--- config.mk ---
export PLATFORM = sky130hd
export DESIGN_NAME = smf_spi_front
export DESIGN_NICKNAME = d
export VERILOG_FILES = /design/src/hdl/smf_spi_front.v
export VERILOG_INCLUDE_DIRS = /design/src /design/src/hdl
export SDC_FILE = /design/constraint.sdc
export NUM_CORES = 1
export LEC_CHECK = 0
export ABC_AREA = 1
export ABC_CLOCK_PERIOD_IN_PS = 3100
export BUFFER_PORTS_ARGS = -buffer_cell sky130_fd_sc_hd__buf_2
export CAP_MARGIN = 20
export CORE_AREA = 2 2 150 152
export CTS_BUF_LIST = sky130_fd_sc_hd__clkbuf_4
export DETAILED_ROUTE_END_ITERATION = 6
export DIE_AREA = 0 0 152 154
export SETUP_SLACK_MARGIN = 0.2
export SKIP_LAST_GASP = 1
export SLEW_MARGIN = 30
export SYNTH_ARGS = -nofsm -noshare
export SYNTH_HDL_FRONTEND = slang
export SYNTH_SLANG_ARGS = --single-unit
--- constraint.sdc ---
create_clock -name CORE_CLK -period 3.1 [get_ports CORE_CLK]
set_input_delay 0.155 -clock CORE_CLK [delete_from_list [all_inputs] [get_ports CORE_CLK]]
set_output_delay 0.155 -clock CORE_CLK [all_outputs]
set_load 0.01 [all_outputs]
--- src/hdl/smf_consts.vh ---
// Constants for the serial memory command front end: opcodes, register map,
// status byte layout and reset values.
// Assumes inclusion by bare name from the design file.
`ifndef SMF_CONSTS_VH
`define SMF_CONSTS_VH

// Command opcodes
`define SMF_OP_SET_WRITE_LATCH 8'h06
`define SMF_OP_CLEAR_WRITE_LATCH 8'h04
`define SMF_OP_STATUS_READ 8'h05
`define SMF_OP_STATUS_WRITE 8'h01
`define SMF_OP_MEM_READ 8'h03
`define SMF_OP_FAST_READ 8'h0B
`define SMF_OP_MEM_WRITE 8'h02
`define SMF_OP_SLEEP 8'hB9
`define SMF_OP_IDENTITY_READ 8'h9F

// Status byte field positions
`define SMF_ST_WLF_BIT 1
`define SMF_ST_BP0_BIT 2
`define SMF_ST_BP1_BIT 3
`define SMF_ST_WPEN_BIT 7
`define SMF_ST_RESET 8'h00

// Software register map (byte addresses)
`define SMF_REG_STATUS 4'h0
`define SMF_REG_CTRL 4'h4
`define SMF_REG_INFO 4'h8
`define SMF_CTRL_RESET 8'h01

// Address width of the array
`define SMF_ADDR_W 15

`endif

--- src/hdl/smf_spi_front.v ---
// Serial memory command front end: SPI slave pins sampled by CORE_CLK,
// opcode decode, address capture, write latch and 8-bit status register.
// Assumes an array beside it answering MEM_RD with MEM_RDATA in the same cycle,
// and a link clock far slower than CORE_CLK (at least 8 core cycles per phase).
//
// Behaviour
// - Input bits taken at clock rising edges, output bits changed at falling edges.
// - Clock level at select fall picks mode 0 (low) or mode 3 (high).
// - In mode 3 rising edges count only after the clock has first toggled.
// - First eight bits after select falls are the opcode; address and data follow.
// - One command per select-low period; select must rise before the next.
// - While select is high input is ignored and output floats.
// - Opcode, address and data travel most significant bit first.
// - Two address bytes; only the low 15 bits select a byte.
// - Unknown opcode: no action, ignore input until next select fall, output floats.
// - Set-write-latch is 06h, clear-write-latch is 04h.
// - Read is 03h, fast read 0Bh, write 02h.
// - Nine commands; status read 05h, status write 01h, sleep B9h.
// - Identity read is 9Fh; C3h, C2h, 5Ah, 5Bh are reserved, not accepted.
// - Write latch starts cleared after reset.
// - Set-write-latch opcode sets the latch; status bit mirrors it as 1.
// - Status write data never sets the write latch flag; select rise then clears it.
// - Latch clears at select rise ending clear-latch, status write or memory write.
// - Clear-write-latch blocks writes; status then shows the flag as 0.
// - An 8-bit status register is kept and readable by the master.
// - Hold low suspends the operation, ignores clock and select, floats output.
// - Write latch flag is status bit 1 and reads 0 after reset.
//
// The register addresses and the plain strobed port were left to the implementer.
`include "smf_consts.vh"
`timescale 1ns/1ns
`default_nettype none

module smf_spi_front #(
	parameter ADDR_W = `SMF_ADDR_W,
	parameter [31:0] IDENTITY = 32'hA5A5_0001 // Arbitrary identity bytes
) (
	// Clock and reset
	input wire CORE_CLK,
	input wire NRST,
	// Serial pins
	input wire SPI_SCK,
	input wire SPI_CS_N,
	input wire SPI_SI,
	input wire SPI_HOLD_N,
	input wire SPI_WP_N,
	output wire SPI_SO,
	output wire SPI_SO_OE,
	// Array side
	output wire [ADDR_W-1:0] MEM_ADDR,
	output wire MEM_RD,
	output wire MEM_WR,
	output wire [7:0] MEM_WDATA,
	input wire [7:0] MEM_RDATA,
	output wire SLEEP_REQ,
	// Software register port
	input wire [3:0] REG_ADDR,
	input wire [7:0] REG_WDATA,
	input wire REG_WR,
	input wire REG_RD,
	output wire [7:0] REG_RDATA
);

	localparam [2:0] ST_IDLE = 3'd0;
	localparam [2:0] ST_OPC = 3'd1;
	localparam [2:0] ST_ADDR = 3'd2;
	localparam [2:0] ST_DUMMY = 3'd3;
	localparam [2:0] ST_DATA = 3'd4;
	localparam [2:0] ST_DONE = 3'd5;

	localparam [1:0] SRC_MEM = 2'd0;
	localparam [1:0] SRC_STATUS = 2'd1;
	localparam [1:0] SRC_ID = 2'd2;

	// Two-flop synchronisers, plus a third stage for edge detection
	reg [1:0] sck_sync_reg, cs_sync_reg, si_sync_reg, hold_sync_reg, wp_sync_reg;
	reg sck_prev_reg;
	always @(posedge CORE_CLK or negedge NRST) begin
		if (!NRST) begin
			sck_sync_reg <= 2'b00;
			cs_sync_reg <= 2'b11;
			si_sync_reg <= 2'b00;
			hold_sync_reg <= 2'b11;
			wp_sync_reg <= 2'b11;
			sck_prev_reg <= 1'b0;
		end else begin
			sck_sync_reg <= {sck_sync_reg[0], SPI_SCK};
			cs_sync_reg <= {cs_sync_reg[0], SPI_CS_N};
			si_sync_reg <= {si_sync_reg[0], SPI_SI};
			hold_sync_reg <= {hold_sync_reg[0], SPI_HOLD_N};
			wp_sync_reg <= {wp_sync_reg[0], SPI_WP_N};
			sck_prev_reg <= sck_sync_reg[1];
		end
	end

	wire sck_s = sck_sync_reg[1];
	wire cs_n_s = cs_sync_reg[1];
	wire si_s = si_sync_reg[1];
	wire hold_ok = hold_sync_reg[1];
	wire wp_n_s = wp_sync_reg[1];

	reg [7:0] ctrl_reg;
	wire if_enable = ctrl_reg[0];

	// Select as seen by the engine; frozen while hold is low
	reg sel_reg;
	wire sel_in = ~cs_n_s & if_enable;
	wire sel_fall = hold_ok & sel_in & ~sel_reg;
	wire sel_rise = hold_ok & ~sel_in & sel_reg;
	wire active = sel_reg & hold_ok;
	// Edges come from the synchronised clock, so a link phase shorter than
	// one core cycle could be missed
	wire sck_rise = active & sck_s & ~sck_prev_reg;
	wire sck_fall = active & ~sck_s & sck_prev_reg;

	reg [2:0] state_reg;
	reg [7:0] cmd_reg;
	reg [6:0] rx_reg;
	reg [2:0] bit_cnt_reg;
	reg byte_idx_reg;
	reg armed_reg;
	reg mode3_reg;
	reg invalid_reg;
	reg [15:0] addr_reg;
	reg wlf_reg;
	reg [2:0] prot_reg; // {wpen, bp1, bp0}
	reg [7:0] tx_reg;
	reg [2:0] tx_cnt_reg;
	reg so_reg, so_oe_reg;
	reg fetch_reg;
	reg [1:0] src_reg;
	reg [1:0] id_idx_reg;
	reg [7:0] rd_buf_reg;
	reg mem_rd_reg, mem_wr_reg;
	reg [7:0] mem_wdata_reg;
	reg [ADDR_W-1:0] mem_addr_reg;
	reg sleep_reg;
	reg [7:0] reg_rdata_reg;

	// The bit arriving now joins the seven already shifted in
	wire [7:0] byte_in = {rx_reg, si_s};
	wire [7:0] status_byte = {prot_reg[2], 3'b000, prot_reg[1:0], wlf_reg, 1'b0};
	wire [ADDR_W-1:0] cur_addr = addr_reg[ADDR_W-1:0];
	wire out_cmd = (cmd_reg == `SMF_OP_MEM_READ) | (cmd_reg == `SMF_OP_FAST_READ) |
		(cmd_reg == `SMF_OP_STATUS_READ) | (cmd_reg == `SMF_OP_IDENTITY_READ);

	// Block protection of the upper quarter, upper half or whole array
	reg addr_prot;
	always @* begin
		case (prot_reg[1:0])
			2'b01: addr_prot = &cur_addr[ADDR_W-1:ADDR_W-2];
			2'b10: addr_prot = cur_addr[ADDR_W-1];
			2'b11: addr_prot = 1'b1;
			default: addr_prot = 1'b0;
		endcase
	end

	// Status writes are refused while protect enable is set and its pin is low
	wire status_locked = prot_reg[2] & ~wp_n_s;
	// Index 0 picks the top byte of the identity word
	wire [7:0] id_byte = IDENTITY[{~id_idx_reg, 3'b000} +: 8];

	always @(posedge CORE_CLK or negedge NRST) begin
		if (!NRST) begin
			sel_reg <= 1'b0;
			state_reg <= ST_IDLE;
			cmd_reg <= 8'h00;
			rx_reg <= 7'h00;
			bit_cnt_reg <= 3'd0;
			byte_idx_reg <= 1'b0;
			armed_reg <= 1'b0;
			mode3_reg <= 1'b0;
			invalid_reg <= 1'b0;
			addr_reg <= 16'h0000;
			wlf_reg <= 1'b0;
			prot_reg <= 3'b000;
			tx_reg <= 8'h00;
			tx_cnt_reg <= 3'd0;
			so_reg <= 1'b0;
			so_oe_reg <= 1'b0;
			fetch_reg <= 1'b0;
			src_reg <= SRC_MEM;
			id_idx_reg <= 2'd0;
			rd_buf_reg <= 8'h00;
			mem_rd_reg <= 1'b0;
			mem_wr_reg <= 1'b0;
			mem_wdata_reg <= 8'h00;
			mem_addr_reg <= {ADDR_W{1'b0}};
			sleep_reg <= 1'b0;
		end else begin
			mem_rd_reg <= 1'b0;
			mem_wr_reg <= 1'b0;
			fetch_reg <= 1'b0;
			if (hold_ok)
				sel_reg <= sel_in;
			// Source data is read one cycle after the request, well before the next falling edge
			if (fetch_reg) begin
				case (src_reg)
					SRC_STATUS: rd_buf_reg <= status_byte;
					SRC_ID: rd_buf_reg <= id_byte;
					default: rd_buf_reg <= MEM_RDATA;
				endcase
			end
			// Select edges win over clock edges seen in the same cycle
			if (sel_fall) begin
				state_reg <= ST_OPC;
				mode3_reg <= sck_s;
				armed_reg <= ~sck_s;
				bit_cnt_reg <= 3'd0;
				byte_idx_reg <= 1'b0;
				tx_cnt_reg <= 3'd0;
				invalid_reg <= 1'b0;
				sleep_reg <= 1'b0;
				cmd_reg <= 8'h00;
			end else if (sel_rise) begin
				// Partial bytes are simply dropped here
				state_reg <= ST_IDLE;
				bit_cnt_reg <= 3'd0;
				byte_idx_reg <= 1'b0;
				so_oe_reg <= 1'b0;
				// Only a completed opcode may clear the latch
				if (state_reg != ST_OPC && (cmd_reg == `SMF_OP_CLEAR_WRITE_LATCH ||
					cmd_reg == `SMF_OP_STATUS_WRITE || cmd_reg == `SMF_OP_MEM_WRITE))
					wlf_reg <= 1'b0;
				if (state_reg != ST_OPC && cmd_reg == `SMF_OP_SLEEP)
					sleep_reg <= 1'b1;
			end else if (sck_fall) begin
				armed_reg <= 1'b1;
				if (state_reg == ST_DATA && out_cmd) begin
					so_oe_reg <= 1'b1;
					tx_cnt_reg <= tx_cnt_reg + 3'd1;
					if (tx_cnt_reg == 3'd0) begin
						so_reg <= rd_buf_reg[7];
						tx_reg <= {rd_buf_reg[6:0], 1'b0};
						fetch_reg <= 1'b1;
						if (src_reg == SRC_MEM) begin
							mem_rd_reg <= 1'b1;
							mem_addr_reg <= cur_addr;
							addr_reg <= {1'b0, cur_addr + {{(ADDR_W-1){1'b0}}, 1'b1}};
						end
						if (src_reg == SRC_ID)
							id_idx_reg <= id_idx_reg + 2'd1;
					end else begin
						so_reg <= tx_reg[7];
						tx_reg <= {tx_reg[6:0], 1'b0};
					end
				end
			end else if (sck_rise && armed_reg) begin
				rx_reg <= byte_in[6:0];
				bit_cnt_reg <= bit_cnt_reg + 3'd1;
				if (bit_cnt_reg == 3'd7) begin
					case (state_reg)
						ST_OPC: begin
							cmd_reg <= byte_in;
							byte_idx_reg <= 1'b0;
							case (byte_in)
								`SMF_OP_SET_WRITE_LATCH: begin
									wlf_reg <= 1'b1;
									state_reg <= ST_DONE;
								end
								`SMF_OP_CLEAR_WRITE_LATCH: state_reg <= ST_DONE;
								`SMF_OP_SLEEP: state_reg <= ST_DONE;
								`SMF_OP_STATUS_WRITE: state_reg <= ST_DATA;
								`SMF_OP_STATUS_READ: begin
									src_reg <= SRC_STATUS;
									fetch_reg <= 1'b1;
									state_reg <= ST_DATA;
								end
								`SMF_OP_IDENTITY_READ: begin
									src_reg <= SRC_ID;
									// First fetch must return the top identity byte
									id_idx_reg <= 2'd0;
									fetch_reg <= 1'b1;
									state_reg <= ST_DATA;
								end
								`SMF_OP_MEM_READ, `SMF_OP_FAST_READ, `SMF_OP_MEM_WRITE: begin
									src_reg <= SRC_MEM;
									state_reg <= ST_ADDR;
								end
								default: begin
									// Reserved codes fall here as well
									invalid_reg <= 1'b1;
									state_reg <= ST_DONE;
								end
							endcase
						end
						ST_ADDR: begin
							byte_idx_reg <= 1'b1;
							if (!byte_idx_reg) begin
								addr_reg[15:8] <= byte_in;
							end else begin
								addr_reg[7:0] <= byte_in;
								if (cmd_reg == `SMF_OP_MEM_READ) begin
									mem_rd_reg <= 1'b1;
									mem_addr_reg <= {addr_reg[ADDR_W-1:8], byte_in};
									fetch_reg <= 1'b1;
									addr_reg <= {1'b0, {addr_reg[ADDR_W-1:8], byte_in} +
										{{(ADDR_W-1){1'b0}}, 1'b1}};
									state_reg <= ST_DATA;
								end else if (cmd_reg == `SMF_OP_FAST_READ) begin
									state_reg <= ST_DUMMY;
								end else begin
									state_reg <= ST_DATA;
								end
							end
						end
						ST_DUMMY: begin
							mem_rd_reg <= 1'b1;
							mem_addr_reg <= cur_addr;
							fetch_reg <= 1'b1;
							addr_reg <= {1'b0, cur_addr + {{(ADDR_W-1){1'b0}}, 1'b1}};
							state_reg <= ST_DATA;
						end
						ST_DATA: begin
							if (cmd_reg == `SMF_OP_STATUS_WRITE) begin
								if (wlf_reg && !status_locked)
									prot_reg <= {byte_in[`SMF_ST_WPEN_BIT],
										byte_in[`SMF_ST_BP1_BIT], byte_in[`SMF_ST_BP0_BIT]};
								state_reg <= ST_DONE;
							end else if (cmd_reg == `SMF_OP_MEM_WRITE && wlf_reg && !addr_prot) begin
								// A protected address stops both the store and the increment
								mem_wr_reg <= 1'b1;
								mem_wdata_reg <= byte_in;
								mem_addr_reg <= cur_addr;
								addr_reg <= {1'b0, cur_addr + {{(ADDR_W-1){1'b0}}, 1'b1}};
							end
						end
						default: ;
					endcase
				end
			end
		end
	end

	// Software registers: status view, control, last command information
	always @(posedge CORE_CLK or negedge NRST) begin
		if (!NRST) begin
			ctrl_reg <= `SMF_CTRL_RESET;
			reg_rdata_reg <= 8'h00;
		end else begin
			if (REG_WR && REG_ADDR == `SMF_REG_CTRL)
				ctrl_reg <= {7'h00, REG_WDATA[0]};
			if (REG_RD) begin
				case (REG_ADDR)
					`SMF_REG_STATUS: reg_rdata_reg <= status_byte;
					`SMF_REG_CTRL: reg_rdata_reg <= ctrl_reg;
					`SMF_REG_INFO: reg_rdata_reg <= {sel_reg, mode3_reg, invalid_reg,
						sleep_reg, 1'b0, state_reg};
					default: reg_rdata_reg <= 8'h00;
				endcase
			end else begin
				// Read data stand for one cycle only
				reg_rdata_reg <= 8'h00;
			end
		end
	end

	assign SPI_SO = so_reg;
	// Gated here so that hold and deselect float the line without waiting a cycle
	assign SPI_SO_OE = so_oe_reg & active & ~invalid_reg;
	assign MEM_ADDR = mem_addr_reg;
	assign MEM_RD = mem_rd_reg;
	assign MEM_WR = mem_wr_reg;
	assign MEM_WDATA = mem_wdata_reg;
	assign SLEEP_REQ = sleep_reg;
	assign REG_RDATA = reg_rdata_reg;

endmodule // smf_spi_front

`default_nettype wire

==> results_dict.tcl <==
set metrics [dict create \
    status "finished, final reports clean" \
    port_buffers 57 \
    dr_wl_met3_um 1020 \
    drc 0 \
    slew-limit-headroom_pct 49.0 \
    synth.distinct_cells 43 \
    clk_pin_slew_ps 100 \
    ys_warn_count 0 \
    setup_ws_ps 632 \
    clock-root-buffer "clkbuf_4" \
    grt_pass1_vias 5682 \
    wl_met1_um 8340 \
    final_nets 969 \
    synthToLayoutAreaGrowth_pct 17.2 \
    worstPathArrival_ps 2900 \
    yosys-top-cells-area "dfrtp_1, nand2_1, nand3_1, inv_1, nor2_1" \
    cp-start-kind "register" \
    crit_chain "inv_1 -> ha_1 -> inv_1 -> or2_1 -> nor2_1 -> nand3_1 -> nand2_2 -> nand3_4 -> nand2_1 -> nand2_1" \
    synth_ff_type "dfrtp_1" \
    htreeDepth 4 \
    register_area_um2 2910 \
    num_io_pins 65 \
    post_cts_resized 0 \
    viasPerCell 4.86 \
    die_w_um 152 \
    fp-row-count 54 \
    grt_overflow 0 \
    crit_path_start "tx_cnt_reg[0]" \
    syn_area_per_cell_um2 7.65 \
    skew_ps 18.2 \
    slowest_delay_ps 460 \
    yosysTopAreaCellShare_pct 42.2 \
    met2_length_um 7560 \
    max_freq_mhz 405 \
    cap_violations 0 \
    synth_top_cells_by_count "nand2_1, dfrtp_1, inv_1" \
    highest_layer "met4" \
    dp.cells 1164 \
    num_vias 5933 \
    grt.total_usage_pct 15.1 \
    end_kind "register" \
    wirelength_um 17100 \
    synth_cells 844 \
    fin_crit_sh_pct 79.6 \
    yosys.cell_count.top_type "nand2_1" \
    fp.dieArea_um2 23400 \
    wl_per_cell_um 14.0 \
    dp_slack_ps 598 \
    cts_made_buffers 17 \
    leakage_nw 3.80 \
    slowest_stage "nand2_2" \
    hold_viol 0 \
    max-vdd-ir-drop_mv 0.229 \
    cts_buffer_depth 2 \
    gp_congestion 0.948 \
    grt_max_degree 70 \
    r2r_start "tx_cnt_reg[0]" \
    cts_tree "done" \
    antenna_found_initial 1 \
    slew_viol_final 0 \
    antenna_left 0 \
    coreArea_um2 21700 \
    fillers 2309 \
    die_h_um 154 \
    grt_pass1_wl_um 28600 \
    clock_latency_ps 540 \
    final.min_clock_period_ps 2470 \
    power_density_nw_per_um2 524 \
    start_util_pct 29.8 \
    fin_util_pct 34.9 \
    whs_ps 64.3 \
    drtIter0Drc 462 \
    ff2ff_path_depth 10 \
    synthArstFlopShare_pct 100 \
    r2r-end "MEM_ADDR[0]" \
    reg2reg_slack_ps 630 \
    synth-edff-count 0 \
    worstHoldPathType "input pin to register" \
    post-cts-setup-buffers 0 \
    crit_path_end "MEM_ADDR[0]" \
    dp_hpwl_um 12400 \
    synth_top_area_cell "dfrtp_1" \
    cts_sinks 116 \
    drive_gt1_share_pct 14.6 \
    first_pass_iters 6 \
    setup_viol 0 \
    crit_fanout 26 \
    timing.setup.tns_ps 0 \
    multiInputGateArea_um2 3020 \
    synth_nets 886 \
    synth_seq_cells 116 \
    ys_seq_area_share_pct 45.1 \
    cp.required_ps 3540 \
    tightest_slew_ps 764 \
    instances_no_fill 1221 \
    rsz0062_at_grt "false" \
    syn_area_um2 6460 \
    critical_path_class "register to register" \
]
-- worst min-delay path by stage --
stage,startpoint,end,cells after the start
2_1_floorplan,NRST,MEM_ADDR[0],0
3_3_place_gp,SPI_CS_N,cs_sync_reg[0],1
3_5_place_dp,SPI_HOLD_N,hold_sync_reg[0],1
4_1_cts,REG_ADDR[1],REG_RDATA[1],6
5_1_grt,REG_ADDR[1],REG_RDATA[1],6
6_report,REG_ADDR[1],REG_RDATA[1],6
-- area by class of cell --
type / count / area share [%]
multi-input cells: 600 / 39.9
flip-flops and latches: 116 / 38.5
repair buffers: 87 / 7.62
inverters: 105 / 5.21
well taps: 280 / 4.63
clock inverters: 12 / 2.15
clock buffers: 20 / 1.98
diodes: 1 / 0.0331
-- cells by family (layout without fill, tap and decap cells) --
group                    after synthesis  in the layout  synth area share (%)
AO/OA/AOI/OAI                        112            112                  9.61
XOR/XNOR                               7              7                 0.949
buffers and inverters                128            224                  8.15
other                                  0              1                     0
adder cells (fa/ha/maj)               13             13                  2.52
flip-flops                           116            116                  45.1
multiplexers                           7              7                  1.08
AND/OR/NAND/NOR                      461            461                  32.6
-- critical path: cells and delay by family, from the launching register on --
kind,cells,cell delay [ps]
buffers and inverters,2,120
and+or+nand+nor,7,1690
adders and majority gates,1,140
DFF,1,420
-- stage by stage --
stage / power (mW) / area, um^2
finish: 3.97 / 7570
global route: 4.23 / 7570
CTS: 4.00 / 7560
detailed placement: 2.72 / 7010
global placement: 2.71 / 7010
floorplan: 2.44 / 6460
-- report_power, final --
part	switching, mW	internal, mW	leakage, nW
Clock	0.580	0.657	0.176
Combinational	0.621	0.318	2.08
Sequential	0.145	1.65	1.55
Total	1.35	2.62	3.80
-- cells in the final DEF, fill, tap and decap left out, types with 20 or more instances in the layout --
| cell type | instances |
|---|---|
| nand3_1 | 79 |
| dlygate4sd3_1 | 24 |
| dfrtp_1 | 109 |
| buf_2 | 56 |
| inv_1 | 98 |
| o21ai_0 | 52 |
| nor2_1 | 73 |
| clkbuf_4 | 20 |
| nand2_1 | 229 |
| nand4_1 | 34 |
| a21oi_1 | 27 |
-- layer usage --
metal,track usage (%),up-vias
met5,0,-
met4,4.54,0
met3,4.11,19
met2,23.2,161
met1,20.8,2823
li1,-,2930
-- timing repair --
item / in CTS / in global routing
hold buffers: 24 / 0
endpoints found under the setup margin: 0 / 0
endpoints found under the hold margin: 81 / 0
No activity file was read; power rests on OpenSTA's default activity.
